--- src/hw/fepc_defines.svh ---
// Constants for the flash erase and protection controller.
// Assumes a byte-addressed flash of 32-bit words behind the controller.
`ifndef FEPC_DEFINES_SVH
`define FEPC_DEFINES_SVH

`define FEPC_FLASH_BYTES   65536
`define FEPC_ERASE_BYTES   1024
`define FEPC_PROT_BYTES    2048
`define FEPC_ADDR_W        16
`define FEPC_WORD_AW       14
`define FEPC_REGIONS       32
`define FEPC_REGION_LSB    11
`define FEPC_UNIT_LSB      10
`define FEPC_UNIT_WORDS_W  8
`define FEPC_ERASED_WORD   32'hFFFFFFFF
`define FEPC_RDATA_RESET   32'h00000000

`endif

--- src/hw/fepc_pkg.sv ---
// Types shared by the flash erase and protection controller modules.
// Assumes fepc_defines.svh is on the include path.
`include "fepc_defines.svh"

package fepc_pkg;

  typedef enum logic [2:0] {
    FEPC_ACC_IFETCH  = 3'h0,
    FEPC_ACC_DREAD   = 3'h1,
    FEPC_ACC_DBGREAD = 3'h2,
    FEPC_ACC_PROGRAM = 3'h3,
    FEPC_ACC_ERASE   = 3'h4
  } fepc_kind_t;

  typedef enum logic [3:0] {
    FEPC_ST_IDLE  = 4'h1,
    FEPC_ST_CHECK = 4'h2,
    FEPC_ST_WAIT  = 4'h4,
    FEPC_ST_DONE  = 4'h8
  } fepc_state_t;

  typedef logic [`FEPC_ADDR_W-1:0] fepc_addr_t;

endpackage : fepc_pkg

--- src/hw/fepc_chk_if.sv ---
// Carrier between the controller and its protection checker.
// Assumes both ends run on the same clock; the path is combinational.
`timescale 1ns/1ps
`default_nettype none

interface fepc_chk_if;
  import fepc_pkg::*;
  fepc_kind_t kind;
  fepc_addr_t addr;
  logic       allow;

  modport ctrl (output kind, output addr, input allow);
  modport chk  (input kind, input addr, output allow);
endinterface : fepc_chk_if

`default_nettype wire

--- src/hw/fepc_prot_check.sv ---
// Protection decision for one access against the per-region settings.
// Assumes the region settings are steady while a request is checked.
`timescale 1ns/1ps
`default_nettype none
`include "fepc_defines.svh"

module fepc_prot_check #(
  parameter int REGIONS = `FEPC_REGIONS
) (
  // Settings
  input  wire logic [REGIONS-1:0] prot_ro,
  input  wire logic [REGIONS-1:0] prot_xo,
  // Request
  fepc_chk_if.chk                 chk
);
  import fepc_pkg::*;

  function automatic logic [4:0] region_of(input fepc_addr_t a);
    region_of = a[`FEPC_ADDR_W-1:`FEPC_REGION_LSB];
  endfunction : region_of

  wire logic [4:0] region  = region_of(chk.addr);
  wire logic       is_ro   = prot_ro[region];
  wire logic       is_xo   = prot_xo[region];
  wire logic       is_mod  = (chk.kind == FEPC_ACC_PROGRAM) || (chk.kind == FEPC_ACC_ERASE);
  wire logic       is_data = (chk.kind == FEPC_ACC_DREAD) || (chk.kind == FEPC_ACC_DBGREAD);

  // Execute-only wins over read-only when both are set, as it is the stricter.
  assign chk.allow = !(is_mod && (is_ro || is_xo))
                  && !(is_data && is_xo);
endmodule : fepc_prot_check

`default_nettype wire

--- src/hw/fepc_ctrl.sv ---
// Flash erase and protection controller: accepts fetch, read, program and
// erase requests, checks region protection, then drives the flash word port.
// Assumes a same-clock flash that answers each held request with a one-cycle
// acknowledge and needs no erase of its own: erase writes all-ones words.
//
// Contract
// - The controller addresses a flash array of 64 KB.
// - Erase works on 1-KB units, each erased alone without touching any other.
// - An erased unit reads back with every bit at one.
// - Protection is set per 2-KB region of two adjacent units, each independent.
// - Each region is unprotected, read-only or execute-only.
// - A read-only region refuses every program and erase.
// - An execute-only region refuses program and erase and serves only fetches.
`timescale 1ns/1ps
`default_nettype none
`include "fepc_defines.svh"

module fepc_ctrl #(
  parameter int REGIONS = `FEPC_REGIONS
) (
  // Clock and reset
  input  wire logic                    clk,
  input  wire logic                    rst_b,
  // Protection settings and status
  input  wire logic [REGIONS-1:0]      prot_ro,
  input  wire logic [REGIONS-1:0]      prot_xo,
  input  wire logic                    viol_clr,
  output logic                         viol,
  // Access side
  input  wire logic                    acc_valid,
  input  wire fepc_pkg::fepc_kind_t    acc_kind,
  input  wire fepc_pkg::fepc_addr_t    acc_addr,
  input  wire logic [31:0]             acc_wdata,
  output logic                         acc_ready,
  output logic                         resp_valid,
  output logic                         resp_denied,
  output logic [31:0]                  resp_rdata,
  // Flash side
  output logic                         fl_req,
  output logic                         fl_we,
  output logic [`FEPC_WORD_AW-1:0]     fl_addr,
  output logic [31:0]                  fl_wdata,
  input  wire logic [31:0]             fl_rdata,
  input  wire logic                    fl_ack
);
  import fepc_pkg::*;

  // Word index of a byte address; the two low bits only pick a byte lane.
  function automatic logic [`FEPC_WORD_AW-1:0] word_of(input fepc_addr_t a);
    word_of = a[`FEPC_ADDR_W-1:2];
  endfunction : word_of

  // First word of the 1-KB erase unit that holds a byte address.
  function automatic logic [`FEPC_WORD_AW-1:0] unit_base_of(input fepc_addr_t a);
    unit_base_of = {a[`FEPC_ADDR_W-1:`FEPC_UNIT_LSB], {`FEPC_UNIT_WORDS_W{1'b0}}};
  endfunction : unit_base_of

  // Program and erase are the two kinds that change flash contents.
  function automatic logic writes_flash(input fepc_kind_t k);
    writes_flash = (k == FEPC_ACC_PROGRAM) || (k == FEPC_ACC_ERASE);
  endfunction : writes_flash

  fepc_state_t                   state;
  fepc_state_t                   next_state;
  fepc_kind_t                    kind;
  fepc_kind_t                    next_kind;
  fepc_addr_t                    addr;
  fepc_addr_t                    next_addr;
  logic [31:0]                   wdata;
  logic [31:0]                   next_wdata;
  logic [`FEPC_UNIT_WORDS_W-1:0] erase_cnt;

  fepc_chk_if chk_bus ();

  assign chk_bus.kind = kind;
  assign chk_bus.addr = addr;

  fepc_prot_check #(
    .REGIONS (REGIONS)
  ) u_check (
    .prot_ro (prot_ro),
    .prot_xo (prot_xo),
    .chk     (chk_bus)
  );

  wire logic take      = acc_valid && acc_ready;
  wire logic is_erase  = (kind == FEPC_ACC_ERASE);
  wire logic is_write  = writes_flash(kind);
  wire logic denied    = (state == FEPC_ST_CHECK) && !chk_bus.allow;
  wire logic grant     = (state == FEPC_ST_CHECK) && chk_bus.allow;
  // The last word of a unit is the one whose count has reached all ones.
  wire logic erase_end = (erase_cnt == {`FEPC_UNIT_WORDS_W{1'b1}});
  wire logic op_end    = (state == FEPC_ST_WAIT) && fl_ack && (!is_erase || erase_end);
  wire logic step      = (state == FEPC_ST_WAIT) && fl_ack && !op_end;
  wire logic rd_done   = op_end && !is_write;

  // The word address covers exactly the 64-KB array.
  wire logic [`FEPC_WORD_AW-1:0] word_addr = word_of(addr);
  // Erase starts at the first word of the 1-KB unit holding the address.
  wire logic [`FEPC_WORD_AW-1:0] unit_base = unit_base_of(addr);

  // A refusal skips the flash entirely: the check goes straight to the answer.
  always_comb begin
    next_state = state;
    case (state)
      FEPC_ST_IDLE:  next_state = take ? FEPC_ST_CHECK : FEPC_ST_IDLE;
      FEPC_ST_CHECK: next_state = chk_bus.allow ? FEPC_ST_WAIT : FEPC_ST_DONE;
      FEPC_ST_WAIT:  next_state = op_end ? FEPC_ST_DONE : FEPC_ST_WAIT;
      FEPC_ST_DONE:  next_state = FEPC_ST_IDLE;
      default:       next_state = FEPC_ST_IDLE;
    endcase
  end

  always_ff @(posedge clk or negedge rst_b) begin
    if (!rst_b) begin
      state <= FEPC_ST_IDLE;
    end else begin
      state <= next_state;
    end
  end

  // Request capture; held steady until the answer so the checker sees one value.
  assign next_kind  = take ? acc_kind : kind;
  assign next_addr  = take ? acc_addr : addr;
  assign next_wdata = take ? acc_wdata : wdata;

  always_ff @(posedge clk or negedge rst_b) begin
    if (!rst_b) begin
      kind  <= FEPC_ACC_IFETCH;
      addr  <= '0;
      wdata <= '0;
    end else begin
      kind  <= next_kind;
      addr  <= next_addr;
      wdata <= next_wdata;
    end
  end

  // Ready only when the state machine is about to sit idle, so a request
  // is never taken while an earlier one is still being answered.
  always_ff @(posedge clk or negedge rst_b) begin
    if (!rst_b) begin
      acc_ready <= 1'b1;
    end else begin
      acc_ready <= (next_state == FEPC_ST_IDLE);
    end
  end

  // Flash port. A refused request never gets a grant, so flash stays intact.
  wire logic [`FEPC_WORD_AW-1:0] start_addr = is_erase ? unit_base : word_addr;
  wire logic [31:0]              start_data = is_erase ? `FEPC_ERASED_WORD : wdata;
  // Walk every word of the unit and no word beyond it.
  wire logic [`FEPC_WORD_AW-1:0] step_addr  = fl_addr + {{(`FEPC_WORD_AW-1){1'b0}}, 1'b1};
  wire logic [`FEPC_UNIT_WORDS_W-1:0] step_cnt =
    erase_cnt + {{(`FEPC_UNIT_WORDS_W-1){1'b0}}, 1'b1};
  wire logic                     next_fl_req   = grant || (fl_req && !op_end);
  wire logic                     next_fl_we    = grant ? is_write : (fl_we && !op_end);
  wire logic [`FEPC_WORD_AW-1:0] next_fl_addr  =
    grant ? start_addr : (step ? step_addr : fl_addr);
  wire logic [31:0]              next_fl_wdata = grant ? start_data : fl_wdata;
  wire logic [`FEPC_UNIT_WORDS_W-1:0] next_erase_cnt = grant ? '0 : (step ? step_cnt : erase_cnt);

  always_ff @(posedge clk or negedge rst_b) begin
    if (!rst_b) begin
      fl_req <= 1'b0;
      fl_we  <= 1'b0;
    end else begin
      fl_req <= next_fl_req;
      fl_we  <= next_fl_we;
    end
  end

  always_ff @(posedge clk or negedge rst_b) begin
    if (!rst_b) begin
      fl_addr   <= '0;
      erase_cnt <= '0;
    end else begin
      fl_addr   <= next_fl_addr;
      erase_cnt <= next_erase_cnt;
    end
  end

  // Kept for the whole walk, so every acknowledged erase word is written as ones.
  always_ff @(posedge clk or negedge rst_b) begin
    if (!rst_b) begin
      fl_wdata <= '0;
    end else begin
      fl_wdata <= next_fl_wdata;
    end
  end

  // Answer: one-cycle pulse; data is kept only for a granted read.
  wire logic        next_resp_valid  = denied || op_end;
  wire logic        next_resp_denied = denied;
  // Nothing of a protected region leaks on a refused read.
  wire logic [31:0] next_resp_rdata  =
    rd_done ? fl_rdata : (denied ? `FEPC_RDATA_RESET : resp_rdata);

  always_ff @(posedge clk or negedge rst_b) begin
    if (!rst_b) begin
      resp_valid  <= 1'b0;
      resp_denied <= 1'b0;
      resp_rdata  <= `FEPC_RDATA_RESET;
    end else begin
      resp_valid  <= next_resp_valid;
      resp_denied <= next_resp_denied;
      resp_rdata  <= next_resp_rdata;
    end
  end

  // Sticky flag; a new refusal in the clearing cycle wins over the clear.
  wire logic next_viol = denied || (viol && !viol_clr);

  always_ff @(posedge clk or negedge rst_b) begin
    if (!rst_b) begin
      viol <= 1'b0;
    end else begin
      viol <= next_viol;
    end
  end

endmodule : fepc_ctrl

`default_nettype wire

--- config.mk ---
export PLATFORM = sky130hd
export DESIGN_NAME = fepc_ctrl
export DESIGN_NICKNAME = d
export VERILOG_FILES = /design/src/hw/fepc_pkg.sv /design/src/hw/fepc_chk_if.sv /design/src/hw/fepc_prot_check.sv /design/src/hw/fepc_ctrl.sv
export VERILOG_INCLUDE_DIRS = /design/src /design/src/hw
export SDC_FILE = /design/constraint.sdc
export NUM_CORES = 1
export LEC_CHECK = 0
export BUFFER_PORTS_ARGS = -buffer_cell sky130_fd_sc_hd__clkbuf_2
export CAP_MARGIN = 5
export CORE_MARGIN = 3
export CORE_UTILIZATION = 45
export CTS_CLUSTER_DIAMETER = 150
export CTS_CLUSTER_SIZE = 16
export DETAILED_ROUTE_END_ITERATION = 7
export PLACE_DENSITY = 0.8
export SLEW_MARGIN = 5
export SYNTH_ARGS = -nofsm -noshare
export SYNTH_HDL_FRONTEND = slang
export SYNTH_SLANG_ARGS = --single-unit
--- constraint.sdc ---
create_clock -name clk -period 4 [get_ports clk]
set_clock_uncertainty 0.05 [all_clocks]
set_input_delay 0.2 -clock clk [delete_from_list [all_inputs] [get_ports clk]]
set_output_delay 0.2 -clock clk [all_outputs]
set_load 0.005 [all_outputs]
==> impl_results.rst, run 1 <==
.. list-table::
   :header-rows: 1

   * - Metric
     - Value
   * - Total number of clock tree sinks
     - 145
   * - Sequential share of the synthesized area
     - 0.536
   * - Min-Delay Path Depth
     - 5
   * - Drc violations
     - 0
   * - Unrepaired setup endpoints after global routing
     - no
   * - Number of DRC markers in iteration 0
     - 212
   * - Buffers from clock root to sink, at most
     - 2
   * - Arrival time reported for the critical path endpoint
     - 3460 ps
   * - Crit path capture type
     - flip-flop
   * - Maximum net fanout on the critical path
     - 18
   * - Syn avg cell area
     - 12.3 sq um
   * - Register-to-register setup slack
     - 790 ps
   * - Total count of hold-check failures in the final report
     - 0
   * - Depth of the CTS H-tree
     - 4
   * - Number of distinct standard cells referenced by the synthesized netlist
     - 43
   * - Via count of the first global-routing pass
     - 5738
   * - Antenna viol nets, final
     - 0
   * - CORE AREA
     - 14600 sq um
   * - Gr usage total
     - 0.221
   * - Initial DRT Pass Iterations
     - 5
   * - Max_cap viols
     - 0
   * - Cells after DPL
     - 944
   * - Vias after detailed routing
     - 5477
   * - Layout cells sized above 1
     - 0.438
   * - Area share of the largest cell type after synthesis
     - 0.528
   * - Post-synthesis register bit count
     - 145
   * - Final worst-path cycle share
     - 0.803
   * - HPWL after detailed placement
     - 11800 microns
   * - Number of buffers added on ports
     - 233
   * - Net count, final
     - 1016
   * - Number of filler cells placed in the layout
     - 1059
   * - Initial antenna violation count
     - 0
   * - DIE HEIGHT
     - 129 microns
   * - Number of ports placed on the die boundary
     - 236
   * - Power after layout
     - 6010 uW
   * - R2R cell count
     - 7
   * - Path class of the lowest-slack min-delay path
     - input port to flip-flop
   * - Routed wire length
     - 18000 microns
   * - Actual slew at the worst max-slew pin
     - 949 ps
   * - Storage element area
     - 3630 sq um
   * - Number of buffers added by the clock tree synthesis step
     - 17
   * - Run status
     - finished clean
   * - Global-route wire length before repair
     - 28700 microns
   * - Startpoint Class
     - flip-flop
   * - Nets in the synthesized netlist
     - 703
   * - Root Buffer
     - clkbuf_16
   * - Average wire per standard cell
     - 17.0 microns
   * - Type of the setup path with the least slack
     - flip-flop to flip-flop
   * - Number of setup buffers added after CTS
     - 0
   * - Starting utilization of the core area
     - 0.463
   * - Area growth from synthesis to final layout
     - 40.2%
   * - Total power per unit cell area
     - 633 nW/um^2
   * - Ant diodes
     - 0
   * - Leakage
     - 0.00457 uW
   * - Count of flip-flops with a built-in enable after synthesis
     - 0
   * - Largest area contributor in the synthesized netlist
     - dfrtp_1
   * - Post-synth top flop
     - dfrtp_1
   * - Setup violation total in the final timing report
     - 0
   * - Endpoint with the worst hold slack
     - erase_cnt[1]$_DFFE_PN0P_
   * - Post-layout min period
     - 3210 ps
   * - Cell area after technology mapping
     - 6780 sq um
   * - Overflow left after global routing
     - 0
   * - VDD IR max
     - 0.372 mV
   * - Achievable clock frequency
     - 0.311 GHz
   * - Clock insertion delay at the later pin of the skew report
     - 410 ps
   * - Synth Warn #
     - 0
   * - Final slew viol count
     - 0
   * - Worst hold path startpoint
     - fl_ack
   * - Die area
     - 16600 sq um
   * - Synthesized instance count
     - 549
   * - Maximum number of pins on one net before global-route repair
     - 103
   * - Critical path required time
     - 4240 ps
   * - Final weighted congestion in routability-driven placement
     - 0.817
   * - Multi-input combinational cell area
     - 2940 sq um
   * - Die outline width
     - 129 microns
   * - Endpoint of the worst register-to-register path
     - fl_wdata[26]$_DFFE_PN0N_
   * - Most common cell after layout, fill and taps aside
     - clkbuf_2
   * - Summed negative setup slack over all endpoints
     - 0 ps
   * - Main area contributors after synthesis
     - dfrtp_1 53%, mux2_2 11%, nand2_1 4.9%
   * - Final Non-Filler Cells
     - 1058
   * - Beginning of the worst register-to-register path
     - addr[13]$_DFFE_PN0P_
   * - Worst max-slew margin expressed relative to the limit
     - 0.367
   * - Row cnt
     - 44
   * - TritonCTS clock tree
     - built
   * - Clk pin slew, worst setup/hold paths
     - 60 ps
   * - Synth async-reset ratio
     - 1.00
   * - Ratio of routed vias to standard cells
     - 5.18
   * - Commonest non-fill, non-tap cells in the layout
     - 232 x clkbuf_2, 143 x dfrtp_1, 88 x nand2_1, 83 x dlygate4sd3_1, 65 x mux2_2
## worst max-delay path by stage
stage / from / end / slack [ps] / depth (start not counted)
6_report: addr[13]$_DFFE_PN0P_ / fl_wdata[26]$_DFFE_PN0N_ / 790 / 7
5_1_grt: addr[13]$_DFFE_PN0P_ / fl_wdata[26]$_DFFE_PN0N_ / 620 / 7
4_1_cts: addr[13]$_DFFE_PN0P_ / fl_wdata[26]$_DFFE_PN0N_ / 750 / 7
3_5_place_dp: addr[13]$_DFFE_PN0P_ / fl_wdata[26]$_DFFE_PN0N_ / 760 / 7
3_3_place_gp: addr[13]$_DFFE_PN0P_ / fl_wdata[27]$_DFFE_PN0N_ / 770 / 7
2_1_floorplan: addr[12]$_DFFE_PN0P_ / fl_addr[10]$_DFFE_PN0P_ / 1240 / 9
## cell families (layout without fill, tap and decap cells)
kind of cell,after synthesis,in the layout,synth area share
mux,119,119,0.236
flops,145,145,0.536
fa+ha+maj,2,2,0.00369
simple gates,173,173,0.121
xor+xnor,20,20,0.0259
buf+inv,36,361,0.0308
compound gates,54,54,0.0467
## synthesized netlist by cell type (2+ instances only)
cell / count
buf_1: 6
or3_1: 2
dfstp_2: 2
o21bai_1: 2
dfrtp_1: 143
buf_12: 3
ha_1: 2
and3_1: 2
mux2_4: 20
a21o_1: 4
mux4_1: 3
nor3_1: 4
nand2b_1: 35
nor2b_1: 5
a22oi_1: 2
a21oi_1: 5
nand2_1: 89
mux2_2: 65
mux4_2: 14
nand4_1: 9
inv_1: 3
xnor2_1: 8
buf_6: 2
nand3_1: 6
mux2i_1: 17
or2_2: 2
xor2_1: 12
nor2_1: 14
o21ai_0: 35
buf_2: 2
buf_4: 2
clkbuf_1: 18
## worst max-delay path, stage by stage (launching register included)
cell	delay (ps)
dfrtp_1	780
mux4_2	400
mux4_2	470
a2bb2oi_1	140
a22oi_2	230
and3_4	370
buf_4	310
mux2_4	320
## per-stage QoR
step	worst slack [ps]	util	area [sq um]	hold WS [ps]
3_5_place_dp	759	0.552	8080	334
6_report	786	0.649	9500	371
5_1_grt	622	0.649	9500	418
3_3_place_gp	773	0.552	8080	324
4_1_cts	747	0.649	9500	350
2_1_floorplan	1240	-	6780	-146
## report_power, final
group          internal (uW)  switching, uW  total (uW)
Sequential              2040            447        2490
Clock                    954            624        1580
Combinational           1150            794        1950
Total                   4150           1870        6010
## what timing repair did
action                     4_1_cts  5_1_grt
setup endpoints to repair        0        0
gates resized for setup          0        0
hold buffers                    83        0
hold endpoints to repair       182        0
## layer usage
metal	vias up	global-route usage	routed length, microns
met3	20	0.0577	1040
met2	183	0.385	9420
met1	2742	0.268	7250
met4	0	0.0716	267
li1	2532	-	-
met5	-	0	0
## cell type report
type                            count  area share
Clock buffer                       20      0.0481
Tap cell                          184      0.0242
Sequential cell                   145       0.382
Inverter                            3     0.00119
Timing Repair Buffer              327       0.221
Clock inverter                     11      0.0138
Multi-Input combinational cell    368       0.310
## state kept, by name (all words and copies together) (netlist names)
register and count:
fl_addr 14, acc_ready 1, resp_rdata 32, fl_req 1, fl_wdata 32, state 4
wdata 32, erase_cnt 8, viol 1, fl_we 1, addr 14, resp_valid 1
resp_denied 1, chk_bus.kind 3
(Power assumes the default switching activity.)
==> run 2: changes to the inputs <==
--- a/config.mk
+++ b/config.mk
@@ -6,6 +6,7 @@
 export SDC_FILE = /design/constraint.sdc
 export NUM_CORES = 1
 export LEC_CHECK = 0
+export ABC_AREA = 1
 export BUFFER_PORTS_ARGS = -buffer_cell sky130_fd_sc_hd__clkbuf_2
 export CAP_MARGIN = 5
 export CORE_MARGIN = 3
@@ -13,7 +14,7 @@
 export CTS_CLUSTER_DIAMETER = 150
 export CTS_CLUSTER_SIZE = 16
 export DETAILED_ROUTE_END_ITERATION = 7
-export PLACE_DENSITY = 0.8
+export PLACE_DENSITY = 0.83
 export SLEW_MARGIN = 5
 export SYNTH_ARGS = -nofsm -noshare
 export SYNTH_HDL_FRONTEND = slang
==> constraint.sdc (replaced) <==
create_clock -name clk -period 2.9 [get_ports clk]
set_clock_uncertainty 0.05 [all_clocks]
set_input_delay 0.145 -clock clk [delete_from_list [all_inputs] [get_ports clk]]
set_output_delay 0.145 -clock clk [all_outputs]
set_load 0.005 [all_outputs]
==> impl_results.rst, run 2 <==
.. list-table::
   :header-rows: 1

   * - Metric
     - Value
   * - VDD IR max
     - 0.503 mV
   * - Overflow left after global routing
     - 0
   * - Synthesized instance count
     - 872
   * - Path class of the lowest-slack min-delay path
     - input port to flip-flop
   * - Slack of the critical path
     - 486 ps
   * - Final weighted congestion in routability-driven placement
     - 0.809
   * - Post-synth top flop
     - dfrtp_1
   * - Vias after detailed routing
     - 6879
   * - Relative contribution of the clock network to total power
     - 0.242
   * - Area growth from synthesis to final layout
     - 38.0%
   * - Most common cell after layout, fill and taps aside
     - nand2_1
   * - Post-cts repair resize count
     - 0
   * - Cell type group with the largest total delay on the critical path
     - simple AND/OR/NAND/NOR gates
   * - Post-Synth Simple-Gate Area
     - 0.338
   * - Number of buffers added by the clock tree synthesis step
     - 17
   * - Startpoint Class
     - flip-flop
   * - Fraction of the mapped netlist area in adder cells
     - 0.00365
   * - Commonest non-fill, non-tap cells in the layout
     - 380 x nand2_1, 232 x clkbuf_2, 143 x dfrtp_1, 98 x nand3_1, 83 x dlygate4sd3_1
   * - Portion of total power attributed to combinational logic
     - 0.361
   * - Reg power frac
     - 0.397
   * - Type of the setup path with the least slack
     - flip-flop to flip-flop
   * - Count of buffering cells on the critical path with inverters included
     - 2
   * - Most common library cells after synthesis
     - 381 x nand2_1, 143 x dfrtp_1, 98 x nand3_1
   * - Dominant combinational cell family by area after synthesis
     - simple AND/OR/NAND/NOR gates
   * - Dominant cell type by count on the critical path
     - nand3_1
   * - Number of DRC markers in iteration 0
     - 374
   * - Total number of clock tree sinks
     - 145
   * - Ratio of routed vias to standard cells
     - 5.02
   * - Summed negative setup slack over all endpoints
     - 0 ps
   * - Gr usage total
     - 0.236
   * - Row cnt
     - 44
   * - Number of filler cells placed in the layout
     - 1175
   * - Largest registers
     - fl_wdata x32, resp_rdata x32, wdata x32
   * - Crit path capture type
     - flip-flop
   * - Max_cap viols
     - 0
   * - Switching power
     - 3340 uW
   * - Leakage
     - 0.00529 uW
   * - Unrepaired setup endpoints after global routing
     - no
   * - Largest area contributor in the synthesized netlist
     - dfrtp_1
   * - Total power per unit cell area
     - 905 nW/um^2
   * - Critical path required time
     - 3150 ps
   * - Total non-filler cell area in the finished layout
     - 9470 sq um
   * - Antenna viol nets, final
     - 0
   * - Buffers from clock root to sink, at most
     - 2
   * - Syn avg cell area
     - 7.86 sq um
   * - TritonCTS clock tree
     - built
   * - Final slew viol count
     - 0
   * - Average wire per standard cell
     - 14.5 microns
   * - CORE AREA
     - 14700 sq um
   * - Drc violations
     - 0
   * - Via count of the first global-routing pass
     - 6723
   * - Most common cell in the netlist
     - nand2_1
   * - Max stage delay cell, worst path
     - dfrtp_1
   * - Share of cell area taken by muxes after synthesis
     - 0
   * - Number of buffers added on ports
     - 233
   * - Net count, final
     - 1326
   * - Depth of the CTS H-tree
     - 4
   * - Post-synthesis compound-gate area fraction
     - 0.0460
   * - Post-synthesis register bit count
     - 145
   * - Area share of the largest cell type after synthesis
     - 0.522
   * - Worst max-slew margin expressed relative to the limit
     - 0.354
   * - Die outline width
     - 129 microns
   * - Initial antenna violation count
     - 1
   * - Clk pin slew, worst setup/hold paths
     - 70 ps
   * - Post-synthesis xor/xnor area fraction
     - 0.0141
   * - Switching share of power
     - 0.390
   * - Number of distinct standard cells referenced by the synthesized netlist
     - 34
   * - Achievable clock frequency
     - 0.414 GHz
   * - Total count of hold-check failures in the final report
     - 0
   * - Clock insertion delay at the later pin of the skew report
     - 420 ps
   * - Main area contributors after synthesis
     - dfrtp_1 52%, nand2_1 21%, nand3_1 7.2%
   * - DIE HEIGHT
     - 129 microns
   * - Synth async-reset ratio
     - 1.00
   * - Maximum net fanout on the critical path
     - 53
   * - Initial DRT Pass Iterations
     - 5
   * - Post-place instance area
     - 8070 sq um
   * - Arrival time reported for the critical path endpoint
     - 2660 ps
   * - Maximum number of pins on one net before global-route repair
     - 78
   * - Worst slack at placement
     - 527 ps
   * - Count of flip-flops with a built-in enable after synthesis
     - 0
   * - Layout Utilization
     - 0.644
   * - Starting utilization of the core area
     - 0.466
   * - Nets in the synthesized netlist
     - 1026
   * - Number of ports placed on the die boundary
     - 236
   * - Final worst-path cycle share
     - 0.832
   * - Run status
     - finished clean
   * - Sequential share of the synthesized area
     - 0.530
   * - Routed wire length
     - 19900 microns
   * - Setup violation total in the final timing report
     - 0
   * - HPWL after detailed placement
     - 12500 microns
   * - Power Internal
     - 5230 uW
   * - Die area
     - 16800 sq um
   * - Layout cells sized above 1
     - 0.249
   * - Actual slew at the worst max-slew pin
     - 968 ps
   * - Post-layout min period
     - 2410 ps
   * - Root Buffer
     - clkbuf_16
   * - Max stage delay on crit path
     - 390 ps
   * - Critical Path, Cell by Cell
     - buf_4, nand2_1, nand3_1, nand3_1, nand3_1, nand3_1, nand3_2, nand3_4, buf_12, nand2_1, o21ai_1
   * - Global-route wire length before repair
     - 31700 microns
   * - Cell area after technology mapping
     - 6860 sq um
   * - Synth Warn #
     - 0
## run 2: kinds of logic after synthesis
logic type / Yosys count
xor gates and xnor gates: 11
AOI/OAI and AO/OA: 61
and+or+nand+nor: 560
buffers and inverters: 93
adders and majority gates: 2
DFF: 145
## run 2: per-stage QoR
step / hold WS [ps] / std cells / total power [uW]
floorplan: -201 / 872 / 5320
CTS: 134 / 1369 / 8570
detailed placement: 143 / 1254 / 6370
global route: 155 / 1370 / 9230
global placement: 138 / 1254 / 6250
finish: 139 / 1370 / 8570
## run 2: cell type report
type	count	area, sq um	area share
inverters	48	183	0.0193
multi-input cells	634	2760	0.291
clock buffers	19	443	0.0468
well taps	184	230	0.0243
flip-flops and latches	145	3630	0.384
diodes	1	2.50	0.000264
clock inverters	13	118	0.0124
repair buffers	326	2100	0.222
## run 2: repair_timing
item | in CTS | in global routing
hold buffers | 83 | 0
endpoints found under the setup margin | 0 | 0
buffers inserted | 0 | 0
hold endpoints to repair | 150 | 0
## run 2: tightest hold or removal path, cell delays in order
cell and delay [ps]:
clkbuf_2 80, nand2_1 90, nor2_2 60, nand4_1 70, nand3_1 70, inv_1 50
## run 2: worst paths after layout
path / start / slack [ps] / cells after the start / end
max: addr[11]$_DFFE_PN0P_ / 490 / 11 / fl_wdata[22]$_DFFE_PN0N_
min: fl_ack / 140 / 6 / erase_cnt[6]$_DFFE_PN0P_
max reg2reg: addr[11]$_DFFE_PN0P_ / 490 / 11 / fl_wdata[22]$_DFFE_PN0N_
min reg2reg: addr[3]$_DFFE_PN0P_ / 420 / 2 / fl_addr[1]$_DFFE_PN0P_
max in group asynchronous: rst_b / 1700 / 3 / state[0]$_DFF_PN1_
min in group asynchronous: rst_b / 250 / 2 / resp_rdata[28]$_DFFE_PN0P_
## run 2: power by group through the flow
stage | combinational [uW] | clock, uW | sequential (uW)
after floorplan | 1990 | 0 | 3330
after global placement | 2880 | 0 | 3370
after detailed placement | 2970 | 0 | 3390
after CTS | 3070 | 2130 | 3370
after global routing | 3510 | 2220 | 3490
final | 3090 | 2080 | 3400
## run 2: metal layers
metal / GRT usage / wire, microns / vias up
li1: - / - / 3342
met5: 0 / 0 / -
met2: 0.405 / 10400 / 253
met3: 0.0606 / 1050 / 71
met1: 0.282 / 7700 / 3213
met4: 0.102 / 767 / 0
